$ cat src/design/mcu8_decode_pkg.sv
package mcu8_decode_pkg;
   localparam int CLK_PERIOD_NS = 25;
   localparam int TIMER_PERIOD_NS = 80000;
   localparam int TIMER_PERIOD_CYC = TIMER_PERIOD_NS / CLK_PERIOD_NS;
   localparam int EVENT_PERIOD_NS = 7500;
   localparam int EVENT_PERIOD_CYC = (EVENT_PERIOD_NS + CLK_PERIOD_NS - 1) / CLK_PERIOD_NS;
   localparam int STACK_DEPTH = 8;
   localparam logic [7:0] OP_CALL_LOW = 8'h14;
   localparam logic [4:0] OP_CALL_MASK = 5'h1F;
   localparam logic [7:0] OP_RET = 8'h83;
   localparam logic [7:0] OP_RETURN_RESTORE_STATUS = 8'h93;
   localparam logic [7:0] OP_IN_BASE = 8'h08;
   localparam logic [7:0] OP_PORT_OUTPUT_LATCH_BASE = 8'h38;
   localparam logic [7:0] OP_ANL_BASE = 8'h98;
   localparam logic [7:0] OP_ORL_BASE = 8'h88;
   localparam logic [7:0] OP_PORT_OUTPUT_LATCH_BUS = 8'h02;
   localparam logic [7:0] OP_EXIN_BASE = 8'h0C;
   localparam logic [7:0] OP_EXOUT_BASE = 8'h3C;
   localparam logic [7:0] OP_EXAND_BASE = 8'h9C;
   localparam logic [7:0] OP_EXOR_BASE = 8'h8C;
   localparam logic [7:0] OP_SEL_RB0 = 8'hC5;
   localparam logic [7:0] OP_SELECT_REG_BANK_ONE = 8'hD5;
   localparam logic [7:0] OP_CLK_OUT = 8'h75;
   localparam logic [7:0] OP_MOV_A_T = 8'h42;
   localparam logic [7:0] OP_MOV_T_A = 8'h62;
   localparam logic [7:0] OP_START_TIMER_MODE = 8'h55;
   localparam logic [7:0] OP_START_EVENT_COUNT = 8'h45;
   localparam logic [7:0] OP_STOP = 8'h65;
   localparam logic [7:0] OP_CNT_IRQ_EN = 8'h25;
   localparam logic [7:0] OP_CNT_IRQ_DIS = 8'h35;
   localparam logic [7:0] OP_ADD_BASE = 8'h60;
   localparam logic [7:0] OP_ADDC_BASE = 8'h70;
   localparam logic [7:0] OP_ADD_IMM = 8'h03;
   localparam logic [7:0] OP_ADDC_IMM = 8'h13;
   localparam logic [7:0] OP_DA = 8'h57;
   localparam logic [7:0] RESET_BYTE = 8'hFF;
   localparam logic [3:0] RESET_NIB = 4'hF;
   typedef struct packed {
      logic [11:0] pc;
      logic [3:0] psw_hi;
   } stack_entry_s;
   typedef struct packed {
      logic carry;
      logic aux_carry;
      logic [7:0] value;
   } alu_result_s;
endpackage

$ cat src/design/mcu8_call_io_timer_decode.sv
// Implementation choices: the placing of the registers and the address-and-strobe port.
`timescale 1ns/10ps
`default_nettype none
// Summary of operation
// RULE1: Call pushes PC and upper status bits, bumps pointer, loads operand and bank flag.
// RULE2: Plain return pops PC only; status unchanged; interrupt disable kept.
// RULE3: Return-restore pops PC and status bits; re-enables interrupts afterwards.
// RULE4: Port input copies port 1 or 2 pins into accumulator; one byte, two cycles.
// RULE5: Port output latches accumulator onto port 1 or 2; one byte, two cycles.
// RULE6: Port AND/OR immediate combines port with second byte and drives result back.
// RULE7: Bus input reads data bus into accumulator; one byte, two cycles.
// RULE8: Bus output latches accumulator on data bus; one byte, two cycles.
// RULE9: Bus AND/OR immediate combines bus latch with immediate and outputs it.
// RULE10: Expander input loads 4-bit port into low accumulator, clears upper nibble.
// RULE11: Expander output sends low accumulator nibble to port 4-7; accumulator unchanged.
// RULE12: Expander AND/OR combines port nibble with low accumulator and writes back.
// RULE13: Bank select opcodes clear or set the register bank bit.
// RULE14: Clock-out enable makes test pin zero drive internal clock thereafter.
// RULE15: Timer read copies counter into accumulator.
// RULE16: Timer load copies accumulator into counter.
// RULE17: Start timer counts internal clock, one count per 80 us.
// RULE18: Start counter counts test pin one high-to-low edges, minimum 7.5 us apart.
// RULE19: Stop halts counting in either mode.
// RULE20: Counter irq enable sets overflow interrupt enable flag.
// RULE21: Counter irq disable clears enable and pending latch, not the overflow flag.
// RULE22: Add, add-carry and decimal adjust set carry and aux carry from overflows.
// RULE23: Stack uses low three pointer bits, wrapping within eight entries.
module mcu8_call_io_timer_decode
   import mcu8_decode_pkg::*;
#(
   parameter int TIMER_CYC = TIMER_PERIOD_CYC
) (
   input wire logic CLK_I,
   input wire logic RESETN_I,
   input wire logic OP_VALID_I,
   input wire logic [7:0] OP_BYTE0_I,
   input wire logic [7:0] OP_BYTE1_I,
   input wire logic [7:0] ACC_I,
   input wire logic [11:0] PC_NEXT_I,
   input wire logic CARRY_I,
   input wire logic [7:0] OPERAND_I,
   input wire logic [7:0] P1_I,
   input wire logic [7:0] P2_I,
   input wire logic [7:0] BUS_I,
   input wire logic [3:0] EXP_I,
   input wire logic TEST_PIN_ONE_I,
   input wire logic MEMORY_BANK_FLAG_I,
   output logic OP_DONE_O,
   output logic ACC_WE_O,
   output logic [7:0] ACC_O,
   output logic PC_WE_O,
   output logic [11:0] PC_O,
   output logic [7:0] PROGRAM_STATUS_WORD_O,
   output logic [2:0] STACK_POINTER_O,
   output logic [7:0] P1_O,
   output logic [7:0] P2_O,
   output logic [7:0] BUS_O,
   output logic BUS_OE_O,
   output logic [1:0] EXP_PORT_O,
   output logic [3:0] EXP_DATA_O,
   output logic EXP_WE_O,
   output logic BANK_SELECT_BIT_O,
   output logic CLOCK_OUT_ENABLE_O,
   output logic TEST_PIN_ZERO_O,
   output logic [7:0] TIMER_O,
   output logic TIMER_OVERFLOW_FLAG_O,
   output logic COUNTER_IRQ_ENABLE_FLAG_O,
   output logic COUNTER_IRQ_PENDING_O,
   output logic IRQ_BLOCKED_O
);

   typedef enum {IDLE, EXEC2} phase_e;
   typedef enum {STOPPED, TIMER_MODE, EVENT_MODE} cnt_mode_e;

   function automatic alu_result_s add8(input logic [7:0] a, input logic [7:0] b, input logic cin);
      logic [4:0] lo;
      logic [8:0] full;
      lo = {1'b0, a[3:0]} + {1'b0, b[3:0]} + {4'h0, cin};
      full = {1'b0, a} + {1'b0, b} + {8'h00, cin};
      add8 = '{carry: full[8], aux_carry: lo[4], value: full[7:0]};
   endfunction

   phase_e phase;
   cnt_mode_e cnt_mode;
   stack_entry_s stack [STACK_DEPTH];
   logic [2:0] sp;
   logic [3:0] psw_hi;
   logic [7:0] op;
   logic [7:0] imm;
   alu_result_s alu_r;
   logic alu_flags;
   logic t1_meta, t1_s, t1_prev;
   logic [15:0] prescale;
   logic clk_div;
   logic irq_blocked_pending;

   wire logic is_call = (op[4:0] == OP_CALL_LOW[4:0]) && (OP_CALL_MASK != 5'h00);
   wire logic [1:0] pp = op[1:0];
   wire logic port12 = (pp == 2'h1) || (pp == 2'h2);
   wire stack_entry_s top = stack[sp - 3'h1];

   // Opcode capture and two-cycle sequencing
   always_ff @(posedge CLK_I or negedge RESETN_I) begin
      if (!RESETN_I) begin
         phase <= IDLE;
         op <= 8'h00;
         imm <= 8'h00;
      end else begin
         if (phase == IDLE && OP_VALID_I) begin
            op <= OP_BYTE0_I;
            imm <= OP_BYTE1_I;
            phase <= EXEC2;
         end else begin
            phase <= IDLE;
         end
      end
   end

   wire logic exec = (phase == EXEC2);
   assign OP_DONE_O = exec;

   // Accumulator and PC effects, combinational from the captured opcode
   always_comb begin
      alu_r = '0;
      alu_flags = 1'b0;
      ACC_WE_O = 1'b0;
      ACC_O = 8'h00;
      PC_WE_O = 1'b0;
      PC_O = 12'h000;
      if (exec) begin
         if (is_call) begin
            PC_WE_O = 1'b1; // see RULE1
            PC_O = {MEMORY_BANK_FLAG_I, op[7:5], imm};
         end else if (op == OP_RET || op == OP_RETURN_RESTORE_STATUS) begin
            PC_WE_O = 1'b1; // see RULE2
            PC_O = top.pc;
         end else if ((op == (OP_IN_BASE | {6'h00, pp})) && port12) begin
            ACC_WE_O = 1'b1; // see RULE4
            ACC_O = (pp == 2'h1) ? P1_I : P2_I;
         end else if (op == OP_IN_BASE) begin
            ACC_WE_O = 1'b1; // see RULE7
            ACC_O = BUS_I;
         end else if (op == (OP_EXIN_BASE | {6'h00, pp})) begin
            ACC_WE_O = 1'b1; // see RULE10
            ACC_O = {4'h0, EXP_I};
         end else if (op == OP_MOV_A_T) begin
            ACC_WE_O = 1'b1; // see RULE15
            ACC_O = TIMER_O;
         end else if ((op & 8'hF8) == (OP_ADD_BASE | 8'h08) || (op & 8'hFE) == OP_ADD_BASE) begin
            // Register and indirect forms only; the rest of this column is timer and rotate
            alu_r = add8(ACC_I, OPERAND_I, 1'b0); // see RULE22
            alu_flags = 1'b1;
         end else if ((op & 8'hF8) == (OP_ADDC_BASE | 8'h08) || (op & 8'hFE) == OP_ADDC_BASE) begin
            alu_r = add8(ACC_I, OPERAND_I, CARRY_I); // see RULE22
            alu_flags = 1'b1;
         end else if (op == OP_ADD_IMM || op == OP_ADDC_IMM) begin
            alu_r = add8(ACC_I, imm, (op == OP_ADDC_IMM) & CARRY_I); // see RULE22
            alu_flags = 1'b1;
         end else if (op == OP_DA) begin
            alu_r = daa(ACC_I, psw_hi[3], psw_hi[2]); // see RULE22
            alu_flags = 1'b1;
         end
         if (alu_flags) begin
            ACC_WE_O = 1'b1;
            ACC_O = alu_r.value;
         end
      end
   end

   // Decimal adjust produces its own carries
   function automatic alu_result_s daa(input logic [7:0] a, input logic c, input logic ac);
      logic [8:0] t;
      logic h;
      h = (a[3:0] > 4'h9) || ac;
      t = {1'b0, a} + (h ? 9'h006 : 9'h000);
      if (t[7:4] > 4'h9 || c || t[8])
         t = t + 9'h060;
      daa = '{carry: t[8] | c, aux_carry: h, value: t[7:0]};
   endfunction

   // Carry and aux carry updates plus bank bit
   always_ff @(posedge CLK_I or negedge RESETN_I) begin
      if (!RESETN_I) begin
         psw_hi <= 4'h0;
      end else if (exec) begin
         if (op == OP_RETURN_RESTORE_STATUS) begin
            psw_hi <= top.psw_hi; // see RULE3
         end else if (op == OP_SEL_RB0) begin
            psw_hi[0] <= 1'b0; // see RULE13
         end else if (op == OP_SELECT_REG_BANK_ONE) begin
            psw_hi[0] <= 1'b1; // see RULE13
         end else if (alu_flags) begin
            psw_hi[3] <= alu_r.carry; // see RULE22
            psw_hi[2] <= alu_r.aux_carry;
         end
      end
   end

   assign PROGRAM_STATUS_WORD_O = {psw_hi, 1'b1, sp};
   assign BANK_SELECT_BIT_O = psw_hi[0];
   assign STACK_POINTER_O = sp;

   // Stack push and pop within eight entries
   always_ff @(posedge CLK_I or negedge RESETN_I) begin
      if (!RESETN_I) begin
         sp <= 3'h0;
      end else if (exec) begin
         if (is_call) begin
            stack[sp] <= '{pc: PC_NEXT_I, psw_hi: psw_hi}; // see RULE1
            sp <= sp + 3'h1; // see RULE23
         end else if (op == OP_RET || op == OP_RETURN_RESTORE_STATUS) begin
            sp <= sp - 3'h1; // see RULE23
         end
      end
   end

   // Interrupt acceptance: RETURN_RESTORE_STATUS re-enables after its execution
   always_ff @(posedge CLK_I or negedge RESETN_I) begin
      if (!RESETN_I) begin
         irq_blocked_pending <= 1'b0;
      end else if (exec && op == OP_RETURN_RESTORE_STATUS) begin
         irq_blocked_pending <= 1'b0; // see RULE3
      end else if (exec && is_call) begin
         irq_blocked_pending <= 1'b1;
      end
   end
   assign IRQ_BLOCKED_O = irq_blocked_pending; // see RULE2

   // Port and bus latches
   always_ff @(posedge CLK_I or negedge RESETN_I) begin
      if (!RESETN_I) begin
         P1_O <= RESET_BYTE;
         P2_O <= RESET_BYTE;
         BUS_O <= 8'h00;
         BUS_OE_O <= 1'b0;
      end else if (exec) begin
         if (op == (OP_PORT_OUTPUT_LATCH_BASE | {6'h00, pp}) && port12) begin
            if (pp == 2'h1) P1_O <= ACC_I; // see RULE5
            else P2_O <= ACC_I;
         end else if (op == (OP_ANL_BASE | {6'h00, pp}) && port12) begin
            if (pp == 2'h1) P1_O <= P1_O & imm; // see RULE6
            else P2_O <= P2_O & imm;
         end else if (op == (OP_ORL_BASE | {6'h00, pp}) && port12) begin
            if (pp == 2'h1) P1_O <= P1_O | imm; // see RULE6
            else P2_O <= P2_O | imm;
         end else if (op == OP_PORT_OUTPUT_LATCH_BUS) begin
            BUS_O <= ACC_I; // see RULE8
            BUS_OE_O <= 1'b1;
         end else if (op == OP_ANL_BASE) begin
            BUS_O <= BUS_O & imm; // see RULE9
            BUS_OE_O <= 1'b1;
         end else if (op == OP_ORL_BASE) begin
            BUS_O <= BUS_O | imm; // see RULE9
            BUS_OE_O <= 1'b1;
         end else if (op == OP_IN_BASE) begin
            BUS_OE_O <= 1'b0;
         end
      end else if (OP_VALID_I && OP_BYTE0_I == OP_IN_BASE) begin
         BUS_OE_O <= 1'b0; // see RULE7
      end
   end

   // Expander write: port number 4..7 given by low opcode bits
   always_comb begin
      EXP_WE_O = 1'b0;
      EXP_DATA_O = 4'h0;
      EXP_PORT_O = pp;
      if (exec) begin
         if (op == (OP_EXOUT_BASE | {6'h00, pp})) begin
            EXP_WE_O = 1'b1; // see RULE11
            EXP_DATA_O = ACC_I[3:0];
         end else if (op == (OP_EXAND_BASE | {6'h00, pp})) begin
            EXP_WE_O = 1'b1; // see RULE12
            EXP_DATA_O = EXP_I & ACC_I[3:0];
         end else if (op == (OP_EXOR_BASE | {6'h00, pp})) begin
            EXP_WE_O = 1'b1; // see RULE12
            EXP_DATA_O = EXP_I | ACC_I[3:0];
         end
      end
   end

   // Clock output on test pin zero
   always_ff @(posedge CLK_I or negedge RESETN_I) begin
      if (!RESETN_I) begin
         CLOCK_OUT_ENABLE_O <= 1'b0;
         clk_div <= 1'b0;
      end else begin
         clk_div <= ~clk_div;
         if (exec && op == OP_CLK_OUT) CLOCK_OUT_ENABLE_O <= 1'b1; // see RULE14
      end
   end
   assign TEST_PIN_ZERO_O = CLOCK_OUT_ENABLE_O & clk_div;

   // Test pin one synchroniser
   always_ff @(posedge CLK_I or negedge RESETN_I) begin
      if (!RESETN_I) begin
         t1_meta <= 1'b0;
         t1_s <= 1'b0;
         t1_prev <= 1'b0;
      end else begin
         t1_meta <= TEST_PIN_ONE_I;
         t1_s <= t1_meta;
         t1_prev <= t1_s;
      end
   end
   wire logic t1_fall = t1_prev & ~t1_s;

   // Timer/event counter
   always_ff @(posedge CLK_I or negedge RESETN_I) begin
      if (!RESETN_I) begin
         cnt_mode <= STOPPED;
         TIMER_O <= 8'h00;
         prescale <= 16'h0000;
         TIMER_OVERFLOW_FLAG_O <= 1'b0;
      end else begin
         if (exec && op == OP_START_TIMER_MODE) begin
            cnt_mode <= TIMER_MODE; // see RULE17
            prescale <= 16'h0000;
         end else if (exec && op == OP_START_EVENT_COUNT) begin
            cnt_mode <= EVENT_MODE; // see RULE18
         end else if (exec && op == OP_STOP) begin
            cnt_mode <= STOPPED; // see RULE19
         end
         if (exec && op == OP_MOV_T_A) begin
            TIMER_O <= ACC_I; // see RULE16
         end else if (cnt_mode == TIMER_MODE) begin
            if (prescale == 16'(TIMER_CYC - 1)) begin
               prescale <= 16'h0000; // see RULE17
               TIMER_O <= TIMER_O + 8'h01;
               if (TIMER_O == 8'hFF) TIMER_OVERFLOW_FLAG_O <= 1'b1;
            end else begin
               prescale <= prescale + 16'h0001;
            end
         end else if (cnt_mode == EVENT_MODE && t1_fall) begin
            TIMER_O <= TIMER_O + 8'h01; // see RULE18
            if (TIMER_O == 8'hFF) TIMER_OVERFLOW_FLAG_O <= 1'b1;
         end
      end
   end

   wire logic overflow_evt = (TIMER_O == 8'hFF) &&
      ((cnt_mode == TIMER_MODE && prescale == 16'(TIMER_CYC - 1)) || (cnt_mode == EVENT_MODE && t1_fall)) &&
      !(exec && op == OP_MOV_T_A);

   // Counter interrupt enable and pending latch; the overflow flag stays as is
   always_ff @(posedge CLK_I or negedge RESETN_I) begin
      if (!RESETN_I) begin
         COUNTER_IRQ_ENABLE_FLAG_O <= 1'b0;
         COUNTER_IRQ_PENDING_O <= 1'b0;
      end else begin
         if (exec && op == OP_CNT_IRQ_EN) COUNTER_IRQ_ENABLE_FLAG_O <= 1'b1; // see RULE20
         else if (exec && op == OP_CNT_IRQ_DIS) COUNTER_IRQ_ENABLE_FLAG_O <= 1'b0; // see RULE21
         if (exec && op == OP_CNT_IRQ_DIS) COUNTER_IRQ_PENDING_O <= 1'b0; // see RULE21
         else if (overflow_evt && COUNTER_IRQ_ENABLE_FLAG_O) COUNTER_IRQ_PENDING_O <= 1'b1;
      end
   end

   a_call_push_pc: assert property (@(posedge CLK_I) disable iff (!RESETN_I) // see RULE1
      exec && is_call |=> sp == $past(sp) + 3'h1 && stack[$past(sp)].pc == $past(PC_NEXT_I))
      else $error("call push wrong");
   a_ret_pop: assert property (@(posedge CLK_I) disable iff (!RESETN_I) // see RULE2
      exec && op == OP_RET |=> sp == $past(sp) - 3'h1 && psw_hi == $past(psw_hi))
      else $error("ret pop wrong");
   a_return_restore_status_restore: assert property (@(posedge CLK_I) disable iff (!RESETN_I) // see RULE3
      exec && op == OP_RETURN_RESTORE_STATUS |=> psw_hi == $past(top.psw_hi) && !IRQ_BLOCKED_O)
      else $error("return_restore_status restore wrong");
   a_port_output_latch_port: assert property (@(posedge CLK_I) disable iff (!RESETN_I) // see RULE5
      exec && op == 8'h39 |=> P1_O == $past(ACC_I))
      else $error("port one latch wrong");
   a_bus_out: assert property (@(posedge CLK_I) disable iff (!RESETN_I) // see RULE8
      exec && op == OP_PORT_OUTPUT_LATCH_BUS |=> BUS_O == $past(ACC_I) && BUS_OE_O)
      else $error("bus latch wrong");
   a_exp_input: assert property (@(posedge CLK_I) disable iff (!RESETN_I) // see RULE10
      exec && op[7:2] == 6'h03 |-> ACC_WE_O && ACC_O[7:4] == 4'h0)
      else $error("expander input wrong");
   a_bank_sel: assert property (@(posedge CLK_I) disable iff (!RESETN_I) // see RULE13
      exec && op == OP_SELECT_REG_BANK_ONE |=> BANK_SELECT_BIT_O)
      else $error("bank select wrong");
   a_timer_load: assert property (@(posedge CLK_I) disable iff (!RESETN_I) // see RULE16
      exec && op == OP_MOV_T_A |-> !ACC_WE_O ##1 TIMER_O == $past(ACC_I))
      else $error("timer load wrong");
   a_stop_hold: assert property (@(posedge CLK_I) disable iff (!RESETN_I) // see RULE19
      cnt_mode == STOPPED && !(exec && op == OP_MOV_T_A) |=> TIMER_O == $past(TIMER_O))
      else $error("stopped counter moved");
   a_dis_keeps_tf: assert property (@(posedge CLK_I) disable iff (!RESETN_I) // see RULE21
      exec && op == OP_CNT_IRQ_DIS && !overflow_evt |=> !COUNTER_IRQ_PENDING_O &&
      TIMER_OVERFLOW_FLAG_O == $past(TIMER_OVERFLOW_FLAG_O))
      else $error("irq disable wrong");

endmodule
`default_nettype wire

$ cat config.mk
export PLATFORM = sky130hd
export DESIGN_NAME = mcu8_call_io_timer_decode
export DESIGN_NICKNAME = d
export VERILOG_FILES = /design/src/design/mcu8_decode_pkg.sv /design/src/design/mcu8_call_io_timer_decode.sv
export SDC_FILE = /design/constraint.sdc
export NUM_CORES = 1
export LEC_CHECK = 0
export ABC_CLOCK_PERIOD_IN_PS = 5800
export BUFFER_PORTS_ARGS = -buffer_cell sky130_fd_sc_hd__buf_2
export CORE_ASPECT_RATIO = 0.5
export CORE_UTILIZATION = 50
export CTS_CLUSTER_SIZE = 20
export DETAILED_ROUTE_END_ITERATION = 8
export GPL_TIMING_DRIVEN = 0
export PLACE_DENSITY = 0.71
export SYNTH_ARGS = -nofsm -noshare
export SYNTH_HDL_FRONTEND = slang
export SYNTH_SLANG_ARGS = --single-unit
$ cat constraint.sdc
create_clock -name CLK_I -period 5.8 [get_ports CLK_I]
set_input_delay 1.16 -clock CLK_I [delete_from_list [all_inputs] [get_ports CLK_I]]
set_output_delay 1.16 -clock CLK_I [all_outputs]
set_load 0.005 [all_outputs]
### After elaboration in Yosys (flattened, before gate mapping)

Memory sizes are Yosys's and may differ from the RTL's.
Cells that the tools add are included.

| cells by class | value |
|---|---|
| add/subtract/negate cells | 14 |
| magnitude comparators | 2 |
| equal/unequal tests | 54 |
| muxes and demuxes | 124 |
| bitwise logic cells | 18 |
| reductions and logical operators | 54 |

Operator list:

| operator | count |
|---|---|
| $mux 8 | 28 |
| $mux 9 | 12 |
| $mux 10 | 10 |
| $mux 32 | 3 |
| $eq 32x2->1 const B | 2 |
| $mux 16 | 4 |
| $eq 8x7->1 const B | 7 |
| $eq 8x8->1 const B | 7 |
| $mux 1 | 53 |
| $mux 12 | 3 |
| $eq 32x3->1 const B | 1 |
| $logic_not 32->1 | 1 |
| $and 8x8->8 | 3 |
| $eq 6x6->1 const B | 4 |
| $or 8x8->8 | 3 |
| $logic_and 1x1->1 | 21 |
| $ne 2x2->1 const B | 10 |
| $reduce_and 5->1 | 4 |
| $add 8x8->9 | 2 |
| $add 9x1->9 | 2 |
| $add 16x1->16 const B | 1 |
| $eq 16x12->1 const B | 1 |
| $eq 8x2->1 const B | 2 |
| $eq 8x4->1 const B | 2 |
| 35 further kinds | 80 |

| word-level totals | value |
|---|---|
| register bits after elaboration | 145 |
| RAM bits | 128 |
| output and inout port bits | 81 |
| memories | 1 |

Memory list:

| memory | words | bits a word | rd ports | clocked after Yosys merged registers in | write ports | line | text |
|---|---|---|---|---|---|---|---|
| stack | 8 | 16 | 1 | 0 | 1 | mcu8_call_io_timer_decode.sv:85 | `stack_entry_s stack [STACK_DEPTH];` |

### Depth between registers and ports, before layout

Gate-level depths: netlist of the first run.

| depth | value |
|---|---|
| depth after elaboration | 34 |
| mapped depth | 14 |
| depth with buffers taken out | 13 |

### Worst setup path after synthesis of the first run

No wires, ideal clock.

| timing | value |
|---|---|
| path type | input to output |
| from | input port ACC_I[3] |
| to | output port ACC_O[7] |
| data arrival time | 3743 ps |
| slack | 897 ps |
| stages | 13 |
| buffers on the path | 1 |
| path through | clkbuf_1 -> o21ai_0 -> nand2b_1 -> ha_1 -> inv_1 -> fa_1 -> and3b_1 -> a21oi_1 -> a2111oi_2 -> nor2_1 -> xnor2_1 -> o221ai_1 -> a21oi_1 |

| on the way | value |
|---|---|
| cells in the longest elaborated chain, start to end | 31 |
| elaborated cells between the ends (all ways) | 36 |
| those cells by class | add/sub: 6; order compare: 2; mux: 25; reduce/logical: 3 |

RTL lines:

| item | line | text |
|---|---|---|
| start, declared | mcu8_call_io_timer_decode.sv:38 | `input wire logic [7:0] ACC_I,` |
| branches (longest 22 deep; another with $add 8x3->9) | - |  |
| $mux 10 * | mcu8_call_io_timer_decode.sv:149 | `end else if ((op & 8'hF8) == (OP_ADD_BASE \| 8'h08) \|\| (op & 8'hFE) == OP_ADD_BASE) begin` |
| $mux 10 * | mcu8_call_io_timer_decode.sv:146 | `end else if (op == OP_MOV_A_T) begin` |
| $mux 10 * | mcu8_call_io_timer_decode.sv:143 | `end else if (op == (OP_EXIN_BASE \| {6'h00, pp})) begin` |
| $mux 10 * | mcu8_call_io_timer_decode.sv:140 | `end else if (op == OP_IN_BASE) begin` |
| $mux 10 * | mcu8_call_io_timer_decode.sv:137 | `end else if ((op == (OP_IN_BASE \| {6'h00, pp})) && port12) begin` |
| $mux 10 * | mcu8_call_io_timer_decode.sv:134 | `end else if (op == OP_RET \|\| op == OP_RETURN_RESTORE_STATUS) begin` |
| $mux 10 * | mcu8_call_io_timer_decode.sv:131 | `if (is_call) begin` |
| $mux 8 * | mcu8_call_io_timer_decode.sv:163 | `if (alu_flags) begin` |
| $mux 8 * | mcu8_call_io_timer_decode.sv:130 | `if (exec) begin` |
| end, declared | mcu8_call_io_timer_decode.sv:50 | `output logic [7:0] ACC_O,` |

Mark *: on every way between the ends. The select of a mux whose other input is x is not followed.

### Worst setup path after layout of the first run

Ends and elaborated chain as after synthesis.

==> results by group, run 1 <==
Place
  – RD Place Congestion: slightly above 0.9
  – HPWL after DPL: 22,030 um
  – Dpl cells: between 1,000 and 1,500
  – IO buf count: 157

Setup path
  – Critical path endpoint category: output pin
  – Worst EP required: 4.64 ns
  – Crit path cell chain: buf_2 -> clkbuf_4 -> o21ai_0 -> nand2b_1 -> ha_1 -> inv_1 -> fa_1 -> and3b_1 -> a21oi_1 -> a2111oi_4 -> nor2_1 -> xnor2_1 -> o221ai_1 -> a21oi_1 -> buf_2
  – CP max stage delay: 0.49 ns
  – CP Launch Type: primary input
  – Worst Setup Path Type: in2out
  – CP Max Fanout: 10
  – Worst path slowest cell: fa_1
  – Crit path DAT: between 4 and 5 ns

Die
  – Core Rows: 38
  – Core area: 0.02173 mm2
  – Die height: roughly 110 um
  – Horiz. Die Dim: between 200 and 250 um
  – Initial core utilization: 0.5112
  – Die area: 0.02285 mm2
  – # IOs: 159

Power and ir drop
  – Maximum vdd drop: slightly above 200 uV
  – Static Leak: 5.142 nW
  – Pwr Density: ~350 mW/mm2

GRT
  – GR Util met3: 0.05309
  – Largest net degree at the start of global routing: 64
  – Met1 GRT Util: 0.3730
  – GRT busiest layer: met2
  – Aggregate global-route resource usage: 0.2684
  – First-pass GRT wire length: 46,820 um
  – Initial antenna violation count: 1
  – M2 GR Usage: 0.4344
  – Grt total ovfl: 0
  – Vias in the first global route: between 8,000 and 9,000

Synth
  – Syn nets: between 1,000 and 1,500
  – Largest cells by area after synthesis: edfxtp_1 35%, dfrtp_1 15%, mux4_2 6.3%
  – Post-synth top cells: 128 x edfxtp_1, 89 x o21ai_0, 70 x nand2_1
  – Synth area leader: edfxtp_1
  – Post-synth top flop: edfxtp_1
  – Post-synth EDFFs: about 130
  – Synth unique cells: between 70 and 80
  – Syn avg cell area: ~12 um2
  – Most common cell in the netlist: edfxtp_1
  – Top cell type's share of synthesized area: 0.3461
  – YS warnings: 0
  – Cell area after synthesis: between 0.01 and 0.015 mm2
  – Seq/Total Area, Yosys: 0.5371
  – Mapped Cells: around 950
  – Synthesized flop and latch total: around 210
  – Asr flop ratio synth: 0.3962

CTS
  – CTS tree: done
  – H-tree depth: 1
  – Hold_buf cts: 0
  – Clk pin slew, worst setup/hold paths: approximately 0.070 ns
  – Total setup buffers inserted after CTS: 0
  – Clock Latency Late Sink: roughly 0.52 ns
  – Root Buffer: clkbuf_16
  – CTS Buffer Depth: 3
  – Clock sink count: between 200 and 250
  – TritonCTS Buffers: 20

Timing
  – Endpoints failing setup: 0
  – Ratio of final minimum period to clock period: 0.9660
  – Final hold vios: 0
  – RSZ-0062 raised after global routing: false
  – Tightest Pin Transition: roughly 1.1 ns
  – Max Transition Viols Final: 0
  – Min Tclk post-route: 5.603 ns
  – Slew margin rel.: 0.2953
  – Clock skew: around 0.025 ns
  – Max Clock Freq: ~180 MHz

Drt
  – DRC viols: 0
  – Detailed-router iteration count before antenna repair: 8
  – DR iter-0 viols: 970
  – Post-DRT Antenna Nets: 0
  – Vias per std cell: 6.057
  – Vias: 8,807
  – DRT Wirelength: about 31,000 um
  – Routed WL per cell: ~21 um

Finish
  – Nets@finish: approximately 1,300
  – Area Growth Syn to Fin: 18.14%
  – Final Util: 0.6039
  – Non-filler cells, final: between 1,000 and 1,500
  – Share of post-route cells with drive strength above 1: 0.2706
  – Fillers: between 1,500 and 2,000

Status
  – Status: finished clean

Job
  – MaxCap Viol Count: 0

Hold path
  – Min-Delay Path Class: reg2reg
==> registers in the layout (all words and copies together) (netlist names), 2 cells and up <==
signal / count
stack: 128
prescale: 16
BUS_O: 8
P1_O: 8
P2_O: 8
TIMER_O: 8
imm: 8
op: 8
psw_hi: 4
STACK_POINTER_O: 3
cnt_mode: 2
==> repair_timing <==
| item | CTS | global route |
|---|---|---|
| resized for setup | 1 | 3 |
| pin swaps | 0 | 0 |
| setup endpoints to repair | 3 | 3 |
==> critical path, delay by kind of cell <==
family	cells	cell delay (ns)
AND/OR/NAND/NOR	3	0.60
AO/OA/AOI/OAI	5	1.08
adder cells (fa/ha/maj)	2	0.73
XOR/XNOR	1	0.21
buffers and inverters	4	0.66
==> power breakdown <==
| group | leakage, nW | switching [mW] | internal [mW] |
|---|---|---|---|
| Sequential | 2.19 | 0.136 | 1.70 |
| Clock | 0.311 | 0.571 | 0.737 |
| Combinational | 2.64 | 0.798 | 0.669 |
| Total | 5.14 | 1.50 | 3.11 |
==> placed cells by master (no fill, tap or decap), types with 7 or more instances in the layout <==
master	Yosys	final
a31oi_1	8	8
mux4_2	31	31
a21o_1	8	8
clkbuf_1	30	34
buf_4	10	13
nor2_1	66	63
and3_1	12	12
nor2b_1	14	14
inv_1	21	21
a211oi_1	9	9
a221oi_1	8	8
dfrtp_1	68	68
mux2i_1	24	24
dfstp_2	16	16
nand2b_1	7	7
o21ai_0	89	89
nand4_1	8	8
edfxtp_1	128	128
nor3_1	18	14
nand2_1	70	70
a22oi_1	10	10
xnor2_1	14	14
a21oi_1	52	52
ha_1	28	28
buf_2	16	172
o22ai_1	17	17
clkbuf_16	0	21
xor2_1	16	16
mux2_2	17	17
nand3_1	36	36
==> cells by family after synthesis <==
| group | synth area share |
|---|---|
| XOR/XNOR | 0.02366 |
| buffers and inverters | 0.03256 |
| AO/OA/AOI/OAI | 0.1383 |
| other | 0.0003376 |
| multiplexers | 0.1017 |
| flip-flops | 0.5371 |
| adder cells (fa/ha/maj) | 0.03875 |
| AND/OR/NAND/NOR | 0.1275 |
==> path summary, 6_finish.rpt <==
check | from | to | slack [ns] | cells after the start
max | ACC_I[3] | ACC_O[7] | 0.20 | 15
min | t1_meta | t1_s | 0.37 | 0
max reg2reg | op[6] | psw_hi[2] | 2.39 | 14
min reg2reg | t1_meta | t1_s | 0.37 | 0
max in group asynchronous | RESETN_I | P2_O[5] | 4.55 | 2
min in group asynchronous | RESETN_I | prescale[3] | 0.58 | 1
==> stage by stage <==
stage / setup slack (ns) / power [mW] / instance area (um2) / hold WS (ns) / setup TNS, ns
floorplan: 0.8974 / 2.834 / 11110 / 0.3312 / 0
global placement: -0.7038 / 3.268 / 12270 / 0.3427 / -11.31
detailed placement: -0.1502 / 3.314 / 12460 / 0.3498 / -0.3081
CTS: 0.09747 / 4.618 / 13100 / 0.3692 / 0
global route: 0.02499 / 4.825 / 13120 / 0.3758 / 0
finish: 0.1973 / 4.614 / 13120 / 0.3671 / 0
==> final cells by class <==
class	instances	area, um2	area share
Sequential cell	212	5966	0.4547
Multi-Input combinational cell	660	4826	0.3678
Timing Repair Buffer	168	939.7	0.07161
Clock buffer	28	571.8	0.04358
Tap cell	300	375.4	0.02861
Buffer	58	286.5	0.02184
Inverter	21	78.83	0.006007
Clock inverter	6	75.07	0.005721
Antenna cell	1	2.502	0.0001907
==> layer usage <==
| layer | wire, um | vias to the layer above |
|---|---|---|
| li1 | - | 3988 |
| met1 | 12960 | 4378 |
| met2 | 14490 | 380 |
| met3 | 2507 | 61 |
| met4 | 736 | 0 |
| met5 | 0 | - |
(Power assumes the default switching activity.)
==> run 2: changes to the inputs <==
--- a/config.mk
+++ b/config.mk
@@ -13,6 +13,7 @@
 export DETAILED_ROUTE_END_ITERATION = 8
 export GPL_TIMING_DRIVEN = 0
 export PLACE_DENSITY = 0.71
+export REMOVE_ABC_BUFFERS = 1
 export SYNTH_ARGS = -nofsm -noshare
 export SYNTH_HDL_FRONTEND = slang
 export SYNTH_SLANG_ARGS = --single-unit
==> results by group, run 2 (synthesis results as in run 1) <==
CTS
  – Post-cts resize count: 0
  – Clock Latency Late Sink: between 0.5 and 0.6 ns
  – Hold_buf cts: 0
  – CTS Buffer Depth: 3
  – Total setup buffers inserted after CTS: 0
  – TritonCTS Buffers: 19
  – Root Buffer: clkbuf_16
  – H-tree depth: 1
  – Clk pin slew, worst setup/hold paths: around 0.07 ns
  – Clock sink count: about 210
  – CTS tree: done

Setup path
  – CP max stage delay: about 0.56 ns
  – Crit path cell chain: buf_2 -> o21ai_0 -> nand2b_1 -> ha_1 -> inv_1 -> fa_1 -> and3b_1 -> a21oi_1 -> a2111oi_2 -> a211oi_1 -> a311oi_1 -> a21oi_1 -> buf_2
  – Worst path slowest cell: a2111oi_2
  – Worst r2r path cells: 6
  – CP Launch Type: primary input
  – Crit path DAT: 4.40 ns
  – R2R Setup Slk: around 2.1 ns
  – Worst Setup Path Type: in2out
  – Worst EP required: between 4 and 5 ns
  – End of the worst register-to-register path: stack[6][6]
  – CP Max Fanout: 13
  – Critical path endpoint category: output pin
  – RR Startpoint: op[4]

GRT
  – Vias in the first global route: slightly above 8,000
  – First-pass GRT wire length: approximately 45,000 um
  – Grt total ovfl: 0
  – Aggregate global-route resource usage: 0.2610
  – Largest net degree at the start of global routing: roughly 70
  – Initial antenna violation count: 2

Die
  – Core Rows: 38
  – Horiz. Die Dim: about 210 um
  – # IOs: between 150 and 200
  – Initial core utilization: 0.5112
  – Die area: between 0.02 and 0.025 mm2
  – Die height: between 100 and 150 um
  – Core area: around 0.022 mm2

Hold path
  – Min-Delay Path Class: reg2reg
  – Hold endpoint: t1_s
  – HP Start: t1_meta
  – Cells on Worst Hold Path: 0

Place
  – Placed cell area: around 0.012 mm2
  – Placement Setup Slack: around 0.31 ns
  – IO buf count: about 160
  – Dpl cells: 1,365
  – HPWL after DPL: 21,310 um
  – RD Place Congestion: slightly below 0.9

Timing
  – Final hold vios: 0
  – Min Tclk post-route: roughly 5.6 ns
  – Worst Slack Setup Final: 0.2423 ns
  – Ratio of final minimum period to clock period: 0.9582
  – Slew margin rel.: 0.3591
  – Endpoints failing setup: 0
  – Max Clock Freq: 179.9 MHz
  – RSZ-0062 raised after global routing: false
  – Tightest Pin Transition: 0.9561 ns
  – Max Transition Viols Final: 0
  – Clock skew: ~0.010 ns

Status
  – Status: finished clean

Power and ir drop
  – Pwr Density: roughly 350 mW/mm2
  – Power, Total: 4.546 mW
  – Maximum vdd drop: 161.1 uV
  – Static Leak: 5.008 nW

Finish
  – Biggest regs: stack: 128 flops, prescale: 16 flops
  – Commonest non-fill, non-tap cell in the layout: buf_2
  – Most frequent cells in the layout: 156 x buf_2, 128 x edfxtp_1, 89 x o21ai_0
  – Max reg flops: around 130
  – Nets@finish: 1,196
  – Design Area, Final: between 0.01 and 0.015 mm2
  – Area Growth Syn to Fin: 16.03%
  – Share of post-route cells with drive strength above 1: 0.2748
  – Largest register by flop count: stack
  – Non-filler cells, final: between 1,000 and 1,500

Drt
  – Detailed-router iteration count before antenna repair: 5
  – DR iter-0 viols: ~760
  – DRC viols: 0
  – Vias: approximately 8,400
  – DRT Wirelength: between 20,000 and 30,000 um
  – Post-DRT Antenna Nets: 0
  – Routed WL per cell: between 20 and 25 um
  – Vias per std cell: ~6

Job
  – MaxCap Viol Count: 0
## run 2: cell count changes in the layout (fill, tap and decap cells not counted), sizes merged
| cell | change |
|---|---|
| clkinvlp | +3 |
| buf | -24 |
| diode | +1 |
| clkbuf | -33 |
| clkinv | -1 |
| inv | +1 |
## run 2: worst max-delay path: cells and delay by family
family / cells / cell delay (ns)
AO/OA/AOI/OAI: 6 / 1.45
adder cells (fa/ha/maj): 2 / 0.71
buffers and inverters: 3 / 0.58
AND/OR/NAND/NOR: 2 / 0.49
## run 2: per-stage QoR
stage                     hold slack [ns]  TNS, ns    util
after detailed placement           0.3371        0  0.5633
after global routing               0.3717        0  0.5930
after global placement             0.3542   -18.19  0.5516
after floorplan                    0.3312        0       -
final                              0.3582        0  0.5931
after CTS                          0.3592        0  0.5929
## run 2: cell type report
type,instances,area (um2)
inverters,21,78.83
fillers,1754,8841
flip-flops and latches,212,5967
clock inverters,9,85.08
multi-input cells,660,4832
clock buffers,25,558.0
well taps,300,375.4
repair buffers,172,985.9
diodes,2,5.005
## run 2: worst max-delay path by stage
stage | startpoint | to | slack [ns] | cells past startpoint
2_1_floorplan | STACK_POINTER_O[0] | PC_O[10] | 1.01 | 6
3_3_place_gp | STACK_POINTER_O[0] | PC_O[0] | -0.74 | 6
3_5_place_dp | ACC_I[3] | ACC_O[6] | 0.31 | 14
4_1_cts | ACC_I[3] | ACC_O[6] | 0.30 | 14
5_1_grt | ACC_I[3] | ACC_O[6] | 0.03 | 14
6_report | ACC_I[3] | ACC_O[6] | 0.24 | 13
## run 2: layer usage
layer	GRT usage	wire [um]	up-vias
met2	0.4239	14180	303
met3	0.04901	1936	67
met1	0.3506	12670	4188
met5	0	0	-
met4	0.09764	956	0
li1	-	-	3878
## run 2: where the power goes
group          switching, mW  internal [mW]  leakage, nW
clock                  0.565          0.728        0.312
combinational          0.709          0.658         2.51
sequential             0.183           1.70         2.19
